## src/rtl/host_port_regs.vh

```
/*
  Constants for the parallel host port: bus and token widths, the token
  control bit position, cycle counts and reset values.
  Assumes inclusion by bare name from rtl/ design files.
*/
`ifndef HOST_PORT_REGS_VH
`define HOST_PORT_REGS_VH

// ----------------------------------------------------------------
// Widths and fields
// ----------------------------------------------------------------
`define HP_ADDR_W 5
`define HP_DATA_W 16
`define HP_TOKEN_W 9
`define HP_TOKEN_CTRL_BIT 8

// ----------------------------------------------------------------
// Access timing (host bus cycles)
// ----------------------------------------------------------------
`define HP_MIN_ACCESS_CYCLES 2
`define HP_ASYNC_CS_LOW_MIN 2
`define HP_ASYNC_CS_HIGH_MIN 2
`define HP_ASYNC_CS_PERIOD_MIN 4

// ----------------------------------------------------------------
// Reset values
// ----------------------------------------------------------------
`define HP_WAIT_RESET 1'b1
`define HP_ADDR_RESET 5'h00
`define HP_DATA_RESET 16'h0000

`endif

```

## src/rtl/token_skid_buffer.v

```verilog
/*
  Two-entry valid/ready buffer for token words.
  Assumes one clock, synchronous active-high reset, both sides on core_clk.
*/
`timescale 1ns/1ps
`include "host_port_regs.vh"

module token_skid_buffer (
  input wire core_clk,
  input wire rst,
  input wire [`HP_TOKEN_W-1:0] in_word,
  input wire in_valid,
  output wire in_ready,
  output wire [`HP_TOKEN_W-1:0] out_word,
  output wire out_valid,
  input wire out_ready
);

  reg [`HP_TOKEN_W-1:0] slot [0:1];
  reg rd_ptr;
  reg wr_ptr;
  reg [1:0] count;
  wire push;
  wire pop;

  // ----------------------------------------------------------------
  // Honest flags: ready only while a slot is free
  // ----------------------------------------------------------------
  assign in_ready = (count != 2'd2);
  assign out_valid = (count != 2'd0);
  assign out_word = slot[rd_ptr];
  assign push = in_valid & in_ready;
  assign pop = out_valid & out_ready;

  // Pointers and occupancy
  always @(posedge core_clk) begin
    if (rst) begin
      rd_ptr <= 1'b0;
      wr_ptr <= 1'b0;
      count <= 2'd0;
    end else begin
      if (push) begin
        slot[wr_ptr] <= in_word;
        wr_ptr <= ~wr_ptr;
      end
      if (pop)
        rd_ptr <= ~rd_ptr;
      case ({push, pop})
        2'b10: count <= count + 2'd1;
        2'b01: count <= count - 2'd1;
        default: count <= count;
      endcase
    end
  end

endmodule // token_skid_buffer

```

## src/rtl/parallel_host_bus_interface.v

```verilog
/*
  Parallel host bus port of a parallel-to-serial-link adaptor: sync and
  async access sequencing, address latching, read data enable, and the
  transmit/receive token ports with a two-entry buffer on each path.
  Assumes the internal register file answers int_done some cycles after
  int_req, and that all bus pins are asynchronous to core_clk in async mode.
*/
`timescale 1ns/1ps
`include "host_port_regs.vh"

module parallel_host_bus_interface (
  input wire core_clk,
  input wire rst,
  input wire sync_mode,
  input wire chip_select_n,
  input wire address_latch_enable,
  input wire read_write_select,
  input wire [`HP_ADDR_W-1:0] host_address,
  input wire [`HP_DATA_W-1:0] host_write_data,
  input wire host_read_output_enable_n,
  output reg host_wait,
  output reg [`HP_DATA_W-1:0] host_read_data,
  output reg host_read_data_oe,
  output reg int_req,
  output reg int_read,
  output reg [`HP_ADDR_W-1:0] int_address,
  output reg [`HP_DATA_W-1:0] int_write_data,
  input wire int_done,
  input wire [`HP_DATA_W-1:0] int_read_data,
  input wire [`HP_TOKEN_W-1:0] tx_token_word,
  input wire tx_token_is_control,
  input wire tx_token_valid,
  output reg tx_token_stall,
  output reg [`HP_TOKEN_W-2:0] tx_core_word,
  output reg tx_core_is_control,
  output reg tx_core_valid,
  input wire tx_core_ready,
  output reg [`HP_TOKEN_W-2:0] rx_token_word,
  output reg rx_token_is_control,
  output reg rx_token_valid,
  input wire rx_token_stall,
  input wire rx_token_output_enable_n,
  output reg rx_token_word_oe,
  input wire [`HP_TOKEN_W-2:0] rx_core_word,
  input wire rx_core_is_control,
  input wire rx_core_valid,
  output reg rx_core_ready
);

  // ----------------------------------------------------------------
  // State encodings (one-hot)
  // ----------------------------------------------------------------
  localparam [3:0] ST_IDLE = 4'b0001;
  localparam [3:0] ST_FIRST = 4'b0010;
  localparam [3:0] ST_BUSY = 4'b0100;
  localparam [3:0] ST_END = 4'b1000;

  reg [3:0] state;
  reg [3:0] next_state;

  // ----------------------------------------------------------------
  // Pin synchronisers (async mode inputs)
  // ----------------------------------------------------------------
  reg cs_meta, cs_sync, cs_prev;
  reg ale_meta, ale_sync, ale_prev;
  reg oe_meta, oe_sync;
  reg rxoe_meta, rxoe_sync;

  // Two stages before logic looks at select, latch enable or an output enable, except raw select and latch enable in sync mode
  always @(posedge core_clk) begin
    if (rst) begin
      cs_meta <= 1'b1;
      cs_sync <= 1'b1;
      cs_prev <= 1'b1;
      ale_meta <= 1'b0;
      ale_sync <= 1'b0;
      ale_prev <= 1'b0;
      oe_meta <= 1'b1;
      oe_sync <= 1'b1;
      rxoe_meta <= 1'b1;
      rxoe_sync <= 1'b1;
    end else begin
      cs_meta <= chip_select_n;
      cs_sync <= cs_meta;
      cs_prev <= cs_sync;
      ale_meta <= address_latch_enable;
      ale_sync <= ale_meta;
      ale_prev <= ale_sync;
      oe_meta <= host_read_output_enable_n;
      oe_sync <= oe_meta;
      rxoe_meta <= rx_token_output_enable_n;
      rxoe_sync <= rxoe_meta;
    end
  end

  // Effective chip select: raw in sync mode, synchronised in async mode
  wire cs_low = sync_mode ? ~chip_select_n : ~cs_sync;
  wire cs_fall = sync_mode ? ~chip_select_n : (~cs_sync & cs_prev);
  wire ale_fall = ~ale_sync & ale_prev;
  // Capture in the start cycle itself: the latch below only shows it one edge later
  wire addr_capture = (sync_mode & address_latch_enable) | (~sync_mode & cs_fall & ale_sync);

  // ----------------------------------------------------------------
  // Address latch; does not start anything on its own
  // ----------------------------------------------------------------
  reg [`HP_ADDR_W-1:0] addr_hold;

  // Async capture uses the raw bus, held stable by the host around the edge
  always @(posedge core_clk) begin
    if (rst)
      addr_hold <= `HP_ADDR_RESET;
    else if (sync_mode & address_latch_enable)
      addr_hold <= host_address;
    else if (~sync_mode & cs_sync & ale_fall)
      addr_hold <= host_address;
    else if (~sync_mode & cs_fall & ale_sync)
      addr_hold <= host_address;
  end

  // ----------------------------------------------------------------
  // Access sequencer
  // ----------------------------------------------------------------
  always @* begin
    next_state = state;
    case (state)
      ST_IDLE: if (cs_fall) next_state = ST_FIRST;
      ST_FIRST: next_state = ST_BUSY;
      ST_BUSY: if (int_done) next_state = ST_END;
      ST_END: next_state = cs_low ? ST_END : ST_IDLE;
      default: next_state = ST_IDLE;
    endcase
  end

  // Wait goes low for exactly one cycle after the internal access
  always @(posedge core_clk) begin
    if (rst) begin
      state <= ST_IDLE;
      host_wait <= `HP_WAIT_RESET;
      int_req <= 1'b0;
      int_read <= 1'b0;
      int_address <= `HP_ADDR_RESET;
      int_write_data <= `HP_DATA_RESET;
      host_read_data <= `HP_DATA_RESET;
    end else begin
      state <= next_state;
      int_req <= 1'b0;
      host_wait <= 1'b1;
      if (state == ST_IDLE && cs_fall) begin
        int_address <= addr_capture ? host_address : addr_hold;
        int_read <= read_write_select;
      end
      if (state == ST_FIRST)
        int_req <= 1'b1;
      if (state == ST_BUSY && int_done) begin
        host_wait <= 1'b0;
        if (int_read)
          host_read_data <= int_read_data;
      end
      // Write data sampled in the completing cycle only; later END cycles may see stale bus
      if (state == ST_END && ~host_wait && ~int_read)
        int_write_data <= host_write_data;
    end
  end

  // Read data driven while enabled; holds past chip select high
  always @(posedge core_clk) begin
    if (rst)
      host_read_data_oe <= 1'b0;
    else if (state == ST_FIRST)
      host_read_data_oe <= 1'b0;
    else
      host_read_data_oe <= int_read & ~oe_sync;
  end

  // ----------------------------------------------------------------
  // Token ports through two-entry buffers
  // ----------------------------------------------------------------
  wire tx_in_ready, tx_out_valid, rx_in_ready, rx_out_valid;
  wire [`HP_TOKEN_W-1:0] tx_out_word, rx_out_word;
  wire tx_pop = ~tx_core_valid | tx_core_ready;
  wire rx_pop = ~rx_token_valid | ~rx_token_stall;

  token_skid_buffer tx_buffer (
    .core_clk(core_clk),
    .rst(rst),
    .in_word({tx_token_is_control, tx_token_word[`HP_TOKEN_W-2:0]}),
    .in_valid(tx_token_valid & ~tx_token_stall),
    .in_ready(tx_in_ready),
    .out_word(tx_out_word),
    .out_valid(tx_out_valid),
    .out_ready(tx_pop)
  );

  token_skid_buffer rx_buffer (
    .core_clk(core_clk),
    .rst(rst),
    .in_word({rx_core_is_control, rx_core_word}),
    .in_valid(rx_core_valid & rx_core_ready),
    .in_ready(rx_in_ready),
    .out_word(rx_out_word),
    .out_valid(rx_out_valid),
    .out_ready(rx_pop)
  );

  // Registered stalls: assert a cycle early, so a full buffer never loses a word
  always @(posedge core_clk) begin
    if (rst) begin
      tx_token_stall <= 1'b1;
      rx_core_ready <= 1'b0;
      tx_core_valid <= 1'b0;
      tx_core_word <= 8'h00;
      tx_core_is_control <= 1'b0;
      rx_token_valid <= 1'b0;
      rx_token_word <= 8'h00;
      rx_token_is_control <= 1'b0;
      rx_token_word_oe <= 1'b0;
    end else begin
      tx_token_stall <= ~tx_in_ready | (tx_token_valid & ~tx_token_stall);
      rx_core_ready <= rx_in_ready & ~(rx_core_valid & rx_core_ready);
      if (~tx_core_valid | tx_core_ready) begin
        tx_core_valid <= tx_out_valid;
        tx_core_word <= tx_out_word[`HP_TOKEN_W-2:0];
        tx_core_is_control <= tx_out_word[`HP_TOKEN_CTRL_BIT];
      end
      if (rx_pop) begin
        rx_token_valid <= rx_out_valid;
        rx_token_word <= rx_out_word[`HP_TOKEN_W-2:0];
        rx_token_is_control <= rx_out_word[`HP_TOKEN_CTRL_BIT];
      end
      rx_token_word_oe <= ~rxoe_sync;
    end
  end

endmodule // parallel_host_bus_interface

```

## config.mk

```make
export PLATFORM = sky130hd
export DESIGN_NAME = parallel_host_bus_interface
export DESIGN_NICKNAME = d
export VERILOG_FILES = /design/src/rtl/token_skid_buffer.v /design/src/rtl/parallel_host_bus_interface.v
export VERILOG_INCLUDE_DIRS = /design/src /design/src/rtl
export SDC_FILE = /design/constraint.sdc
export NUM_CORES = 1
export LEC_CHECK = 0
export BUFFER_PORTS_ARGS = -buffer_cell sky130_fd_sc_hd__buf_4
export CAP_MARGIN = 40
export CORE_MARGIN = 2
export CORE_UTILIZATION = 55
export CTS_CLUSTER_DIAMETER = 150
export CTS_CLUSTER_SIZE = 10
export DETAILED_ROUTE_END_ITERATION = 16
export GPL_TIMING_DRIVEN = 0
export HOLD_SLACK_MARGIN = 0.06
export PLACE_DENSITY_LB_ADDON = 0.25
export SYNTH_ARGS = -nofsm -noshare
export SYNTH_HDL_FRONTEND = slang
export SYNTH_SLANG_ARGS = --single-unit
```

## constraint.sdc

```tcl
create_clock -name core_clk -period 5.6 [get_ports core_clk]
set_input_delay 1.12 -clock core_clk [delete_from_list [all_inputs] [get_ports core_clk]]
set_output_delay 1.12 -clock core_clk [all_outputs]
set_load 0.01 [all_outputs]
```

==> results of run 1 <==
## final cells by class
class                   instances  area [um2]
flip-flops and latches        127        2903
fillers                       537        1886
multi-input cells             267        1577
repair buffers                133       993.5
clock buffers                  18       417.9
clock inverters                14       137.6
well taps                     105       131.4
plain buffers                  24       126.4
inverters                       1       3.754
## registers in the layout, summed over array words and instances (netlist names), 2 cells and up
signal,cells
host_read_data,16
addr_hold,5
rx_buffer.count,2
int_write_data,16
rx_buffer.slot,18
tx_buffer.slot,18
tx_core_word,8
tx_buffer.count,2
int_address,5
state,4
rx_token_word,8
## worst max-delay path: stages
cell      delay, ps
clkbuf_1        200
buf_1           320
nor3_1          530
buf_2           290
## report_power, final
part | switching (mW) | total [mW] | internal (mW)
clock | 0.405 | 1.00 | 0.595
sequential | 0.0518 | 1.08 | 1.03
combinational | 0.210 | 0.415 | 0.205
## worst max path at each step
stage | depth (start not counted) | startpoint | end
after detailed placement | 4 | rst | tx_buffer.slot[0][4]
after global placement | 2 | rst | rx_buffer.slot[0][2]
final | 4 | rst | tx_buffer.slot[0][3]
after global routing | 4 | rst | tx_buffer.slot[0][6]
after CTS | 4 | rst | tx_buffer.slot[0][6]
after floorplan | 2 | rst | rx_buffer.slot[0][0]
## cell families after synthesis
family	count (synthesis)	share of synthesized area (%)
xor gates and xnor gates	9	1.712
DFF	127	63.06
AOI/OAI and AO/OA	74	10.11
buffers and inverters	25	2.827
muxes	29	6.306
adders and majority gates	2	0.5435
and+or+nand+nor	153	15.44
## cells in the final DEF (no fill, tap or decap), drive strengths merged
| cell type | n |
|---|---|
| buf | 148 |
| dfxtp | 91 |
| nand2 | 69 |
| nor2 | 43 |
| a21oi | 39 |
| edfxtp | 36 |
| mux2i | 29 |
| clkbuf | 27 |
| a211oi | 23 |
| or2 | 9 |
| nor2b | 8 |
| clkinv | 8 |
| o21ai | 7 |
| nor3b | 5 |
| xor2 | 5 |
| xnor2 | 4 |
| nor4b | 4 |
| inv | 4 |
| o21a | 3 |
| nand2b | 2 |
| nor3 | 2 |
| and3 | 2 |
| nand3 | 2 |
| or3 | 2 |
| ha | 2 |
| clkinvlp | 2 |
| nor4bb | 2 |
| nor4 | 1 |
| a211o | 1 |
| and3b | 1 |
| a31oi | 1 |
| nand4 | 1 |
| bufinv | 1 |
## per-stage QoR
step	setup slack, ps	instance area [um2]	hold slack [ps]	total power [mW]	util, %
finish	3333	6290	380.2	2.495	76.94
global placement	2321	5703	371.5	1.486	69.76
floorplan	2916	4603	362.7	1.341	-
global route	3170	6290	387.4	2.597	76.94
detailed placement	2785	5734	374.0	1.509	70.14
CTS	3315	6290	383.4	2.511	76.94
## per-layer routing
layer | global-route usage [%] | up-vias | wire length, um
met1 | 26.70 | 1688 | 4075
met2 | 42.37 | 119 | 5345
met4 | 8.333 | 0 | 98
met5 | 0 | - | 0
met3 | 7.352 | 10 | 678
li1 | - | 1766 | -
==> impl_metrics.toml, run 1 <==
[layout]
area_growth_pct = 36.64
nets = 642
antenna_cells = 0
fin_cells = 689
layout-drive-gt1-share_pct = 32.88

[clock_tree]
cts_tree = "built"
cts-htree-levels = 4
cts_buffers = 17
clkSinkCount = 127
hold_buffers = 0
cts_setup_buffers = 0
cts_buffer_depth = 2
clkLatencyLatePin_ps = 510
clk_pin_slew_ps = 60
clockRootBuffer = "clkbuf_8"
cts_resized = 0

[timing]
slew-limit-headroom_pct = 48.01
fin_crit_ps = 2267
setup_viol = 0
worstMarginPinSlew_ps = 769.0
fmax_mhz = 441.2
maxSlewViolCount = 0
finClkSkew_ps = 10.92
fin_crit_sh_pct = 40.48
hold_viol = 0
finalSetupTns_ps = 0
rsz0062_at_grt = "false"

[detailed_routing]
drc_errors = 0
antenna_left = 0
viasPerCell = 5.200
num_vias = 3583
wl_mm = 10.20
drtIter0Drc = 106
drt_first_pass_iters = 6
routedWlPerCell_um = 14.80

[setup_path]
cp-start-kind = "input port"
r2r_setup_slack_ps = 3620
rr_endpoint = "rx_buffer.slot[1][1]"
criticalPathCategory = "input port to flip-flop"
crit_fanout = 10
worstPathArrival_ps = 2480
timing.rr.start = "rx_buffer.count[0]"
reg2regPathDepth = 4
setup.worst_path.end_class = "flip-flop"
required_ps = 5810

[yosys]
netlist_top_cells_count = "91 x dfxtp_1, 69 x nand2_1, 43 x nor2_1, 38 x a21oi_1, 36 x edfxtp_1"
synth-main-ff-cell = "dfxtp_1"
avgSynthCellArea_um2 = 10.99
ys_seq_elements = 127
syn_nets = 490
yosysSeqAreaShare_pct = 63.06
synth.distinct_cells = 40
synth_area_um2 = 4603
yosysTopAreaCellShare_pct = 39.58
ys_top_cells_by_area = "dfxtp_1 40%, edfxtp_1 23%, mux2i_1 6.3%"
yosysMostFrequentCell = "dfxtp_1"
synth_cells = 419
asyncSetResetFlopFracSynth_pct = 0
synth_edf_count = 36
synth_largest_area_cell = "dfxtp_1"
ys_warn_count = 0

[floorplanning]
die_h_um = 95.49
dieArea_um2 = 9117
core_um2 = 8175
rows = 33
start_util_pct = 56.31
die_w_um = 95.49
num_io_pins = 133

[pwr]
p_leak_nw = 2.563
vdd.ir_drop.worst_mv = 0.2708
powerDensity_nw_per_um2 = 396.7

[placed_design]
dp_cells = 657
port_buffers = 129
hpwl_mm = 7.221
place_congestion = 0.7644

[job]
cap_violations = 0

[grt]
grt_antenna_before_repair = 0
grt_pass1_vias = 3553
gr-usage-all-layers_pct = 23.71
grt_pass1_wl_mm = 16.35
grt_max_degree = 17
gr-total-overflow = 0

[min_path]
holdPathEnd = "rx_token_word_oe"
min_from = "rxoe_sync"
hp-class = "flip-flop to flip-flop"
whs_path_depth = 1

[status]
status = "finished, final reports clean"
(Power assumes the default switching activity.)
==> run 2: changes to the inputs <==
Settings changed: ABC_AREA from default to 1, CORE_UTILIZATION 55 to 46.
Clock period 5.6 ns to 1.95 ns, I/O delays scaled along.
==> run 2 against run 1 <==
- clock-buffer cell count grew 8
- sequential share of layout area down 2.2 points
- first-iteration DRC count up 72%
- worst setup slack worse by 3200 ps
- largest cell class unchanged
==> impl_metrics.toml, run 2 <==
[status]
status = "finished, final reports clean"

[timing]
fmax_mhz = 564.2
finClkSkew_ps = 6.451
fin_crit_sh_pct = 90.90
fin_crit_ps = 1772
setup_viol = 0
rsz0062_at_grt = "false"
hold_viol = 0
worstMarginPinSlew_ps = 779.1
slew-limit-headroom_pct = 47.87
finalSetupTns_ps = 0
maxSlewViolCount = 0

[floorplanning]
rows = 36
dieArea_um2 = 10940
die_h_um = 104.6
start_util_pct = 47.41
core_um2 = 9819
die_w_um = 104.6
num_io_pins = 133

[layout]
layout-drive-gt1-share_pct = 29.46
fillers = 782
biggestRegsByFlops = "rx_buffer.slot: 18 flops, tx_buffer.slot: 18 flops"
area_growth_pct = 41.71
final_common_cell = "buf_4"
antenna_cells = 0
fin_cells = 822
fin_util_pct = 67.19
mostFrequentLayoutCells = "132 x buf_4, 129 x nand2_1, 91 x dfxtp_1, 40 x nor2_1, 39 x a21oi_1"
nets = 747

[placed_design]
place_congestion = 0.7804
port_buffers = 131
dp_cells = 769
hpwl_mm = 7.895

[clock_tree]
clkSinkCount = 127
clkLatencyLatePin_ps = 520
clockRootBuffer = "clkbuf_8"
cts_resized = 0
cts_tree = "built"
cts_buffer_depth = 2
clk_pin_slew_ps = 60
cts-htree-levels = 4
cts_buffers = 17
cts_setup_buffers = 0
hold_buffers = 21

[detailed_routing]
routedWlPerCell_um = 13.83
drc_errors = 0
antenna_left = 0
num_vias = 4018
wl_mm = 11.37
drt_first_pass_iters = 4
drtIter0Drc = 182
viasPerCell = 4.888

[setup_path]
crit_fanout = 6
cp-startpoint = "tx_buffer.count[0]"
worstPathArrival_ps = 1990
criticalPathCategory = "flip-flop to flip-flop"
cp-start-kind = "flip-flop"
required_ps = 2170
setup.worst_path.end_class = "flip-flop"
r2r_setup_slack_ps = 180
timing.rr.start = "tx_buffer.count[0]"

[yosys]
yosysMostFrequentCell = "nand2_1"
yosysSeqAreaShare_pct = 62.35
synth-main-ff-cell = "dfxtp_1"
synth.distinct_cells = 29
synth_largest_area_cell = "dfxtp_1"
synth_cells = 503
ys_warn_count = 0
synth_edf_count = 36
yosysTopAreaCellShare_pct = 39.13
netlist_top_cells_count = "129 x nand2_1, 91 x dfxtp_1, 40 x nor2_1, 39 x a21oi_1, 36 x edfxtp_1"
synth_area_um2 = 4656
syn_nets = 574
ys_seq_elements = 127
ys_top_cells_by_area = "dfxtp_1 39%, edfxtp_1 23%, nand2_1 10%"
asyncSetResetFlopFracSynth_pct = 0
avgSynthCellArea_um2 = 9.256

[min_path]
hp-class = "input port to flip-flop"
min_from = "address_latch_enable"

[grt]
top_usage_layer = "met2"
grtUsageMet2_pct = 36.46
grt.met3_usage_pct = 7.798
gr-usage-all-layers_pct = 21.04
grt_antenna_before_repair = 0
gr-total-overflow = 0
grt_max_degree = 17
grt_pass1_vias = 3987
grt_use_met1_pct = 23.27
grt_pass1_wl_mm = 18.08

[pwr]
powerDensity_nw_per_um2 = 1138
fin_total_pwr_mw = 7.508
p_leak_nw = 2.818
vdd.ir_drop.worst_mv = 0.9052

[job]
cap_violations = 0
[run 2: cell count changes in the layout (fill, tap and decap cells not counted), sizes merged, moves of 13 or more]
cell | previous run | this run
a31oi | 1 | 18
mux2i | 29 | 0
a211oi | 23 | 0
clkbuf | 27 | 40
dlygate4sd3 | 0 | 21
inv | 4 | 34
nand2 | 69 | 141
o21ai | 7 | 31
[run 2: report_power, final]
group / switching [mW] / internal, mW
clock: 1.06 / 1.95
combinational: 0.757 / 0.577
sequential: 0.164 / 3.00
[run 2: logic make-up (layout without fill, tap and decap cells)]
| group | Yosys count | after routing | share of synthesized area (%) |
|---|---|---|---|
| simple gates | 218 | 218 | 20.05 |
| buf+inv | 58 | 244 | 5.240 |
| compound gates | 98 | 98 | 11.82 |
| flops | 127 | 127 | 62.35 |
| fa+ha+maj | 2 | 2 | 0.5374 |
[run 2: area by class of cell]
| class | instances | area (um2) | share of cell area, % |
|---|---|---|---|
| Buffer | 23 | 111.4 | 1.688 |
| Tap cell | 133 | 166.4 | 2.522 |
| Inverter | 35 | 132.6 | 2.010 |
| Clock inverter | 6 | 81.33 | 1.233 |
| Sequential cell | 127 | 2903 | 44.00 |
| Multi-Input combinational cell | 318 | 1509 | 22.87 |
| Timing Repair Buffer | 154 | 1206 | 18.28 |
| Clock buffer | 26 | 488.0 | 7.396 |
[run 2: worst max-delay path, cell delays in order, from the launching register on]
cell	delay [ps]
dfxtp_1	410
nor2_1	70
inv_1	100
nand2_1	110
nor3_1	480
buf_2	310
[run 2: metrics by stage]
stage                     instance area [um2]  hold slack, ps  worst slack (ps)
after floorplan                          4656           362.7             257.8
after global placement                   5806           370.7            -406.6
after detailed placement                 5818           384.6            -35.45
after CTS                                6598           94.46             195.7
after global routing                     6598           108.9             16.84
final                                    6598           109.0             177.5
[run 2: final timing paths]
| check | endpoint | depth (start not counted) |
|---|---|---|
| setup / recovery | tx_buffer.slot[1][0] | 5 |
| hold / removal | ale_meta | 3 |
| setup reg to reg | tx_buffer.slot[1][0] | 5 |
| hold reg to reg | rx_token_word_oe | 1 |
[run 2: metal layers]
layer,vias up,part of all wire (%)
li1,2007,-
met1,1861,40
met2,134,50
met3,16,7.6
met4,0,1.6
met5,-,0
